$ cat src/pat_defs.svh
`ifndef PAT_DEFS_SVH
`define PAT_DEFS_SVH

// ----------------------------------------
// Register map
// ----------------------------------------
`define PAT_ADDR_W 8
`define PAT_CTRL_OFS 8'h00
`define PAT_STAT_OFS 8'h04
`define PAT_CNT_OFS 8'h08

// ----------------------------------------
// Reset values
// ----------------------------------------
`define PAT_CTRL_RST 8'h80
`define PAT_CNT_RST 8'h00

// ----------------------------------------
// Status field positions
// ----------------------------------------
`define PAT_STAT_EDGE_BIT 0
`define PAT_STAT_OVF_BIT 1
`define PAT_STAT_PIN_BIT 2

// ----------------------------------------
// Timing counts
// ----------------------------------------
`define PAT_TICK_DIV 64
`define PAT_TICK_W 6
`define PAT_LOCK_CYCLES 2

`endif

$ cat src/pat_pkg.sv
package pat_pkg;

    typedef enum logic {
        PAT_MODE_EVENT = 1'b0,
        PAT_MODE_GATED = 1'b1
    } pat_mode_t;

    // Control register layout, bit 7 down to bit 0
    typedef struct packed {
        logic global_mask;
        logic [1:0] timer_prescale_select;
        logic ovf_irq_enable;
        logic input_edge_irq_enable;
        logic edge_polarity_select;
        pat_mode_t mode;
        logic enable;
    } pat_ctrl_t;

    typedef struct packed {
        logic pin_level;
        logic count_overflow_flag;
        logic input_edge_flag;
    } pat_stat_t;

endpackage : pat_pkg

$ cat src/pat_top.sv
// Behaviour
// - Gated mode with pin active advances the count once per 64 clocks.
// - Synchronised pin level is readable in status at any time.
// - Polarity bit picks rising or falling edges as events.
// - Edge request needs local enable and an open global mask.
// - Edge flag records a pin edge; software clears it.
// - Pin is synchronised, so counting runs at most at a quarter of the clock rate.
// - A detected edge sets the edge flag on the next clock edge, whether or not the count is enabled.
// - Event mode increments the count on the same edge that sets the flag.
// - After a detected edge no new edge is seen for one cycle.
// - Gated mode counts a free-running divide-by-64 tick while pin is active.
// - Gated increments land only on tick edges, any within one period.
// - The divide-by-64 tick tap depends on the prescale select field.
// - Roll-over from all ones to zero sets the overflow flag that cycle.
// - A software count write in the same cycle as an increment wins; that increment is lost.
// - The count is eight bits wide.
// - In gated mode polarity picks the counting level; opposite inhibits.
// - Separate overflow and input-edge requests exist.
// - Overflow request wins over edge request when both pend.
//
// Our own choices: register access over APB and the placing of the registers.
`timescale 1ns/10ps
`include "pat_defs.svh"

module pat_top
    import pat_pkg::*;
#(
    parameter int CNT_W = 8
) (
    // Clock and reset
    input wire logic pclk,
    input wire logic presetn,
    // APB slave
    input wire logic psel,
    input wire logic penable,
    input wire logic pwrite,
    input wire logic [`PAT_ADDR_W-1:0] paddr,
    input wire logic [31:0] pwdata,
    output logic [31:0] prdata,
    output logic pready,
    output logic pslverr,
    // Pulse input pin
    input wire logic accumulator_input_pin,
    // Interrupt requests
    output logic input_edge_irq,
    output logic count_overflow_irq
);
    // ----------------------------------------
    // State
    // ----------------------------------------
    pat_ctrl_t ctrl;
    pat_ctrl_t next_ctrl;
    pat_stat_t stat;
    pat_stat_t next_stat;
    logic [CNT_W-1:0] pulse_count_register;
    logic [CNT_W-1:0] next_count;
    logic pin_prev;
    logic lock;
    logic next_lock;
    logic [31:0] next_prdata;
    logic next_pready;
    logic next_pslverr;
    logic next_edge_irq;
    logic next_ovf_irq;

    logic pin_q;
    logic tick;
    logic rise;
    logic fall;
    logic edge_hit;
    logic edge_det;
    logic pin_active;
    logic inc;
    logic ovf_set;
    logic rd_go;
    logic commit;
    logic wr_ctrl;
    logic wr_stat;
    logic wr_cnt;
    logic hit;

    // ----------------------------------------
    // Pin synchroniser and tick source
    // ----------------------------------------
    pat_sync u_sync (
        .pclk(pclk),
        .presetn(presetn),
        .pin(accumulator_input_pin),
        .level(pin_q)
    );

    pat_prescale #(
        .TICK_W(`PAT_TICK_W)
    ) u_prescale (
        .pclk(pclk),
        .presetn(presetn),
        .timer_prescale_select(ctrl.timer_prescale_select),
        .tick(tick)
    );

    // ----------------------------------------
    // Edge detection and counting
    // ----------------------------------------
    always_comb begin
        rise = pin_q & ~pin_prev;
        fall = ~pin_q & pin_prev;
        // Event mode: selected edge; gated mode: trailing edge of active level
        if (ctrl.mode == PAT_MODE_EVENT) begin
            edge_hit = ctrl.edge_polarity_select ? rise : fall;
        end else begin
            edge_hit = ctrl.edge_polarity_select ? fall : rise;
        end
        edge_det = edge_hit & ~lock;
        next_lock = edge_det;
        pin_active = (pin_q == ctrl.edge_polarity_select);
        if (ctrl.mode == PAT_MODE_EVENT) begin
            inc = ctrl.enable & edge_det;
        end else begin
            inc = ctrl.enable & pin_active & tick;
        end
    end

    // ----------------------------------------
    // APB decode
    // ----------------------------------------
    always_comb begin
        rd_go = psel & penable & ~pready;
        commit = psel & penable & pready;
        hit = (paddr == `PAT_CTRL_OFS) | (paddr == `PAT_STAT_OFS) | (paddr == `PAT_CNT_OFS);
        wr_ctrl = commit & pwrite & (paddr == `PAT_CTRL_OFS);
        wr_stat = commit & pwrite & (paddr == `PAT_STAT_OFS);
        wr_cnt = commit & pwrite & (paddr == `PAT_CNT_OFS);
        next_pready = rd_go;
        next_pslverr = rd_go & ~hit;
        next_prdata = 32'h0000_0000;
        if (rd_go & ~pwrite) begin
            unique case (paddr)
                `PAT_CTRL_OFS: next_prdata[7:0] = ctrl;
                `PAT_STAT_OFS: next_prdata[2:0] = stat;
                `PAT_CNT_OFS: next_prdata[CNT_W-1:0] = pulse_count_register;
                default: next_prdata = 32'h0000_0000;
            endcase
        end
    end

    // ----------------------------------------
    // Register and flag updates
    // ----------------------------------------
    always_comb begin
        next_ctrl = ctrl;
        if (wr_ctrl) begin
            next_ctrl = pat_ctrl_t'(pwdata[7:0]);
        end
        // Software write wins; it lands on its own edge, never merged with a step
        ovf_set = inc & ~wr_cnt & (&pulse_count_register);
        next_count = pulse_count_register;
        if (wr_cnt) begin
            next_count = pwdata[CNT_W-1:0];
        end else if (inc) begin
            next_count = pulse_count_register + {{(CNT_W-1){1'b0}}, 1'b1};
        end
        // Write one to clear; a set in the same cycle wins
        next_stat.pin_level = pin_q;
        next_stat.input_edge_flag = (stat.input_edge_flag
            & ~(wr_stat & pwdata[`PAT_STAT_EDGE_BIT])) | edge_det;
        next_stat.count_overflow_flag = (stat.count_overflow_flag
            & ~(wr_stat & pwdata[`PAT_STAT_OVF_BIT])) | ovf_set;
        next_ovf_irq = stat.count_overflow_flag & ctrl.ovf_irq_enable
            & ~ctrl.global_mask;
        next_edge_irq = stat.input_edge_flag & ctrl.input_edge_irq_enable
            & ~ctrl.global_mask & ~next_ovf_irq;
    end

    always_ff @(posedge pclk or negedge presetn) begin
        if (!presetn) begin
            ctrl <= pat_ctrl_t'(`PAT_CTRL_RST);
            stat <= '0;
            pulse_count_register <= CNT_W'(`PAT_CNT_RST);
            pin_prev <= 1'b0;
            lock <= 1'b0;
            prdata <= 32'h0000_0000;
            pready <= 1'b0;
            pslverr <= 1'b0;
            input_edge_irq <= 1'b0;
            count_overflow_irq <= 1'b0;
        end else begin
            ctrl <= next_ctrl;
            stat <= next_stat;
            pulse_count_register <= next_count;
            pin_prev <= pin_q;
            lock <= next_lock;
            prdata <= next_prdata;
            pready <= next_pready;
            pslverr <= next_pslverr;
            input_edge_irq <= next_edge_irq;
            count_overflow_irq <= next_ovf_irq;
        end
    end
endmodule : pat_top

$ cat src/pat_sync.sv
`timescale 1ns/10ps
`include "pat_defs.svh"

module pat_sync (
    // Clock and reset
    input wire logic pclk,
    input wire logic presetn,
    // Asynchronous pin and its settled level
    input wire logic pin,
    output logic level
);
    logic s1;
    logic s2;
    logic s3;
    logic next_level;

    // Level moves only once stages two and three agree
    always_comb begin
        next_level = (s2 == s3) ? s3 : level;
    end

    always_ff @(posedge pclk or negedge presetn) begin
        if (!presetn) begin
            s1 <= 1'b0;
            s2 <= 1'b0;
            s3 <= 1'b0;
            level <= 1'b0;
        end else begin
            s1 <= pin;
            s2 <= s1;
            s3 <= s2;
            level <= next_level;
        end
    end

endmodule : pat_sync

$ cat src/pat_prescale.sv
`timescale 1ns/10ps
`include "pat_defs.svh"

module pat_prescale #(
    parameter int TICK_W = `PAT_TICK_W
) (
    // Clock and reset
    input wire logic pclk,
    input wire logic presetn,
    // Tap select and divided tick
    input wire logic [1:0] timer_prescale_select,
    output logic tick
);
    logic [TICK_W-1:0] chain;
    logic [TICK_W-1:0] next_chain;
    logic [TICK_W-1:0] tap;
    logic next_tick;

    // Free-running chain; the tap point shifts with the select field
    always_comb begin
        next_chain = chain + {{(TICK_W-1){1'b0}}, 1'b1};
        tap = chain ^ {timer_prescale_select, {(TICK_W-2){1'b0}}};
        next_tick = &tap;
    end

    always_ff @(posedge pclk or negedge presetn) begin
        if (!presetn) begin
            chain <= '0;
            tick <= 1'b0;
        end else begin
            chain <= next_chain;
            tick <= next_tick;
        end
    end

endmodule : pat_prescale

$ cat config.mk
export PLATFORM = sky130hd
export DESIGN_NAME = pat_top
export DESIGN_NICKNAME = d
export VERILOG_FILES = /design/src/pat_pkg.sv /design/src/pat_top.sv /design/src/pat_sync.sv /design/src/pat_prescale.sv
export VERILOG_INCLUDE_DIRS = /design/src
export SDC_FILE = /design/constraint.sdc
export NUM_CORES = 1
export LEC_CHECK = 0
export ABC_AREA = 1
export BUFFER_PORTS_ARGS = -buffer_cell sky130_fd_sc_hd__buf_4
export CAP_MARGIN = 20
export CORE_UTILIZATION = 50
export CTS_CLUSTER_DIAMETER = 200
export DETAILED_ROUTE_END_ITERATION = 7
export GPL_ROUTABILITY_DRIVEN = 0
export HOLD_SLACK_MARGIN = 0.03
export PLACE_DENSITY = 0.85
export SYNTH_ARGS = -nofsm -noshare
export SYNTH_HDL_FRONTEND = slang
export SYNTH_HIERARCHICAL = 1
export SYNTH_SLANG_ARGS = --single-unit
$ cat constraint.sdc
create_clock -name pclk -period 1.8 [get_ports pclk]
set_clock_uncertainty 0.2 [all_clocks]
set_input_delay 0.36 -clock pclk [delete_from_list [all_inputs] [get_ports pclk]]
set_output_delay 0.36 -clock pclk [all_outputs]
set_load 0.01 [all_outputs]
# Yosys cells after proc, flatten, opt, wreduce, memory -nomap -nowiden
# Cells that the tools add are included.
# op_classes
add_sub_neg,2
n_eq_ne,4
mux,9
bitwise_logic,42
reduce_logical,4
# op_table
operator,n
$and 1x1->1,26
$mux 8,3
$not 1->1,11
$pmux 5 s2,1
$pmux 3 s3,1
$add 8x1->8 const B,1
$eq 8x3->1 const B,1
$eq 8x4->1 const B,1
$logic_not 8->1,1
$reduce_and 8->1,1
$add 6x1->6 const B,1
$reduce_and 6->1,1
$xor 6x6->6,1
$mux 1,4
$or 1x1->1,4
$eq 1x1->1,2
$reduce_bool 2->1,1
# totals
ff_bits,67
inputBits,46
elab_cells,84

# Depth between registers and ports, before layout
# depth
ltp_word,10
depth_mapped,9

# By module
# The synthesis kept the hierarchy.
# modules_own_cells
mod,n_inst,cells_each,area_each_um2,seq_area_each_um2
pat_top,1,256,1926.8,802.0
pat_prescale,1,30,297.8,175.2
pat_sync,1,8,116.4,100.1

# Worst setup path before layout
# No wires, ideal clock.
# synth_path
path_kind,input-to-reg
from,input port paddr[1]
to,register pulse_count_register[6]
setup_time_ns,0.117
arrival_time_ns,1.176
t_required_ns,1.483
path_slack_ns,0.307
path_stages,9
path_buffers,1
path_cell_list,nor2_2 > nand3_2 > nor2_8 > nand2_4 > buf_6 > nand2_1 > nand2_1 > nand2_1 > nand2_1
# synth_via
elab_chain_len,3
elab_cells_between_ends,4
classes_between,eq/ne: 1; mux: 1; bitwise: 1; reduce/logical: 1
# synth_rtl
item,line,source
"start, declared",pat_top.sv:37,"input wire logic [`PAT_ADDR_W-1:0] paddr,"
$eq 8x4->1 *,-,
$and 1x1->1 *,pat_top.sv:132,wr_cnt = commit & pwrite & (paddr == `PAT_CNT_OFS);
$mux 8 / $reduce_bool 2->1 (equally long branches),-,
"end signal, assigned",pat_top.sv:178,pulse_count_register <= CNT_W'(`PAT_CNT_RST);
"end signal, assigned",pat_top.sv:189,pulse_count_register <= next_count;
"end, declared",pat_top.sv:55,logic [CNT_W-1:0] pulse_count_register;
# Every way passes the cells marked *; elsewhere a longest branch is shown, timed or not.
# A chain may end at the register's enable or synchronous reset.

# Worst setup path after layout
# layout_path
from,register u_sync.level
to,register pulse_count_register[2]
# layout_via
elab_chain_len,8
elab_cells_between_ends,13
classes_between,eq/ne: 1; mux: 4; bitwise: 7; reduce/logical: 1
# layout_rtl
item,line,source
"start, declared",pat_sync.sv:10,output logic level
"start signal, assigned",pat_sync.sv:32,level <= next_level;
$not 1->1,pat_top.sv:106,fall = ~pin_q & pin_prev;
$and 1x1->1,pat_top.sv:106,
"$mux 1, on equally long branches","pat_top.sv:109, pat_top.sv:111",
$mux 1,pat_top.sv:108,if (ctrl.mode == PAT_MODE_EVENT) begin
$and 1x1->1,pat_top.sv:113,edge_det = edge_hit & ~lock;
$and 1x1->1,pat_top.sv:117,inc = ctrl.enable & edge_det;
$mux 1 *,pat_top.sv:116,if (ctrl.mode == PAT_MODE_EVENT) begin
$reduce_bool 2->1 (no line) *,-,
# Marked as above.

==> metrics.log <==
INFO  metric status = finished, final reports clean
INFO  metric drt_first_iter_violations = 158
INFO  metric antenna_cells_inserted = 0
INFO  metric yosysWarningCount = 6
INFO  metric clock_slew_at_the_register_clock_pins_of_the_worst_setup_and_hold_paths = 0.08 ns
INFO  metric dieWidth = 70.43 µm
INFO  metric io_buffers = 33
INFO  metric max_clock_freq = 0.6051 GHz
INFO  metric post_synth_instance_area = roughly 2300 µm²
INFO  metric max_cap_violations = 0
INFO  metric power.ir.vdd_worst = between 0.0005 and 0.0006 V
INFO  metric max_root_sink_buffers = 2
INFO  metric initial_utilization = 53.03%
INFO  metric finalMaxSlewViolations = 0
INFO  metric synth_top_area_cells = dfrtp_1, nand2_1, buf_4
INFO  metric synth_ff_type = dfrtp_1
INFO  metric synth_top_cell_by_area = dfrtp_1
INFO  metric worst_path_fanout_max = 8
INFO  metric slew_headroom = 64.41%
INFO  metric filler_cell_count = approximately 380
INFO  metric drt_wl_total = 4559 µm
INFO  metric min_path_type = primary input to flip-flop
INFO  metric drc_viols = 0
INFO  metric first_pass_iters = 4
INFO  metric cts-root-buf = clkbuf_8
INFO  metric grt_antenna_before_repair = 0
INFO  metric die_area = 4960 µm²
INFO  metric post_drt_via_cell_ratio = 4.851
INFO  metric grt_start_max_net_pins = 44
INFO  metric residual_overflow_from_global_routing = 0
INFO  metric detail-route-antenna-nets = 0
INFO  metric io_pins = 82
INFO  metric path_class = flip-flop to flip-flop
INFO  metric hold_viol_final = 0
INFO  metric worstSkewPairLatency = 0.30 ns
INFO  metric worst_slew_pin_slew = 0.5339 ns
INFO  metric grt_pass1_wl = 7583 µm
INFO  metric grt_pass1_vias = 1,820
INFO  metric vias = 1,887
INFO  metric post-place-cells = 378
INFO  metric average_wire_length_per_cell_after_detail_routing = 11.72 µm
INFO  metric postSynth.asyncResetShare = 100.0%
INFO  metric h_tree_level_count = 2
INFO  metric cp-end-kind = flip-flop
INFO  metric distinct_cell_type_count_after_synthesis = 32
INFO  metric placement_rows = 24
INFO  metric total_of_flip_flops_plus_latches_after_synthesis = 43
INFO  metric drive_gt1_share = between 10% and 20%
INFO  metric synth_top_area_share = 44.90%
INFO  metric instances_no_fill = about 390
INFO  metric power.density_cell_area = 694.9 nW/µm²
INFO  metric gr-usage-all-layers = 19.61%
INFO  metric synth_common_cells = nand2_1, dfrtp_1, nand3_1
INFO  metric tritoncts = yes
INFO  metric power.static_leakage = around 1.5 nW
INFO  metric syn_to_final_growth = 15.71%
INFO  metric final.setup.tns = 0 ns
INFO  metric die_h = roughly 70 µm
INFO  metric tritoncts_num_sinks = between 40 and 50
INFO  metric cts-buffers-inserted = 5
INFO  metric rsz0062_at_grt = no
INFO  metric syn_inst = 294
INFO  metric setup_violating_endpoint_count_in_the_final_report = 0
INFO  metric finish.net_count = 384
INFO  metric crit_share_post_route = 91.81%
INFO  metric crit_path_start_kind = flip-flop
INFO  metric synth.most_common_cell = nand2_1
INFO  metric synth_edf_count = 0
INFO  metric dp_hpwl = 3192 µm
INFO  metric arrival = 1.69 ns
INFO  metric critPathRequiredTime = 1.84 ns
INFO  metric core_area = 4414 µm²
INFO  metric syn-mean-instance-area = 7.963 µm²
INFO  metric synth_seq_area_share = 46.02%
INFO  metric finalCriticalPeriod = 1.653 ns
[logic make-up (layout without fill, tap and decap cells)]
logic type / Yosys count / after routing / share of synthesized area (%)
AOI/OAI and AO/OA: 18 / 18 / 4.329
adders and majority gates: 2 / 2 / 1.069
xor gates and xnor gates: 8 / 8 / 2.993
other: 1 / 24 / 0.1602
buffers and inverters: 57 / 76 / 13.63
and+or+nand+nor: 165 / 166 / 31.80
DFF: 43 / 43 / 46.02
[flip-flops by register name (all words and copies together), names as in the netlist, 2 cells and up]
register              count
pulse_count_register      8
prdata                    8
stat                      2
u_prescale/chain          6
ctrl                      8
[cells in the final DEF (no fill, tap or decap), types with 3 or more instances in the layout]
master and n:
nand3_1 29, dfrtp_1 42, nand2_1 101, o21ai_0 3, xor2_1 3, conb_1 24
xnor2_1 5, nor2_1 20, buf_4 38, inv_1 26, clkbuf_8 5, o21ai_1 4
a21oi_1 7
[through the flow]
| stage | power [mW] | area (µm²) | setup WS [ns] | hold slack (ns) | util (%) |
|---|---|---|---|---|---|
| finish | 1.882 | 2709 | 0.1474 | 0.08964 | 61.37 |
| global route | 1.962 | 2709 | 0.02056 | 0.09072 | 61.37 |
| CTS | 1.895 | 2696 | 0.04014 | 0.08782 | 61.08 |
| detailed placement | 1.149 | 2564 | 0.05037 | 0.1371 | 58.08 |
| global placement | 1.146 | 2564 | 0.09553 | 0.1313 | 58.08 |
| floorplan | 1.113 | 2427 | 0.3073 | -0.1356 | - |
[area by class of cell]
| type | count | area, µm² | share of cell area, % |
|---|---|---|---|
| inverters | 28 | 105.1 | 3.880 |
| flip-flops and latches | 43 | 1077 | 39.77 |
| clock inverters | 3 | 43.79 | 1.617 |
| repair buffers | 40 | 305.3 | 11.27 |
| multi-input cells | 218 | 1044 | 38.52 |
| clock buffers | 5 | 68.82 | 2.540 |
| well taps | 52 | 65.06 | 2.402 |
[report_power, final]
group | internal, mW | switching, mW
Clock | 0.413 | 0.333
Sequential | 0.980 | 0.0126
Combinational | 0.0524 | 0.0923
[critical path: stages, from the launching register on]
cell and delay (ns):
dfrtp_1 0.45, inv_1 0.11, nand2_1 0.08, nand2_1 0.07, nand2_1 0.06, o21bai_2 0.18, nand2_2 0.16, nand2_4 0.14
nand2_1 0.07, nand2_1 0.06
[final timing paths]
| check | start | slack, ns | endpoint | cells after the start |
|---|---|---|---|---|
| worst max register to register | u_sync/level | 0.15 | pulse_count_register[2] | 9 |
| min in group asynchronous | presetn | 0.37 | u_prescale/chain[1] | 2 |
| max in group asynchronous | presetn | 0.64 | ctrl[7] | 2 |
| worst min-delay path | pwdata[7] | 0.09 | ctrl[7] | 3 |
| worst min register to register | u_sync/s1 | 0.15 | u_sync/s2 | 0 |
| worst max-delay path | u_sync/level | 0.15 | pulse_count_register[2] | 9 |
[repair_timing]
item,4_1_cts,5_1_grt
setup endpoints to repair,0,8
hold buffers,2,0
hold endpoints to repair,43,0
buffers inserted,0,0
gates resized for setup,0,2
[layer usage]
layer | vias to the layer above | routed length [µm] | share of wire (%) | track usage, %
li1 | 950 | - | - | -
met1 | 869 | 1880 | 41 | 21.89
met2 | 61 | 2320 | 51 | 35.24
met3 | 7 | 278 | 6.1 | 4.040
met4 | 0 | 79 | 1.7 | 9.333
met5 | - | 0 | 0 | 0
Note: power is estimated with default switching activity, not from simulation.
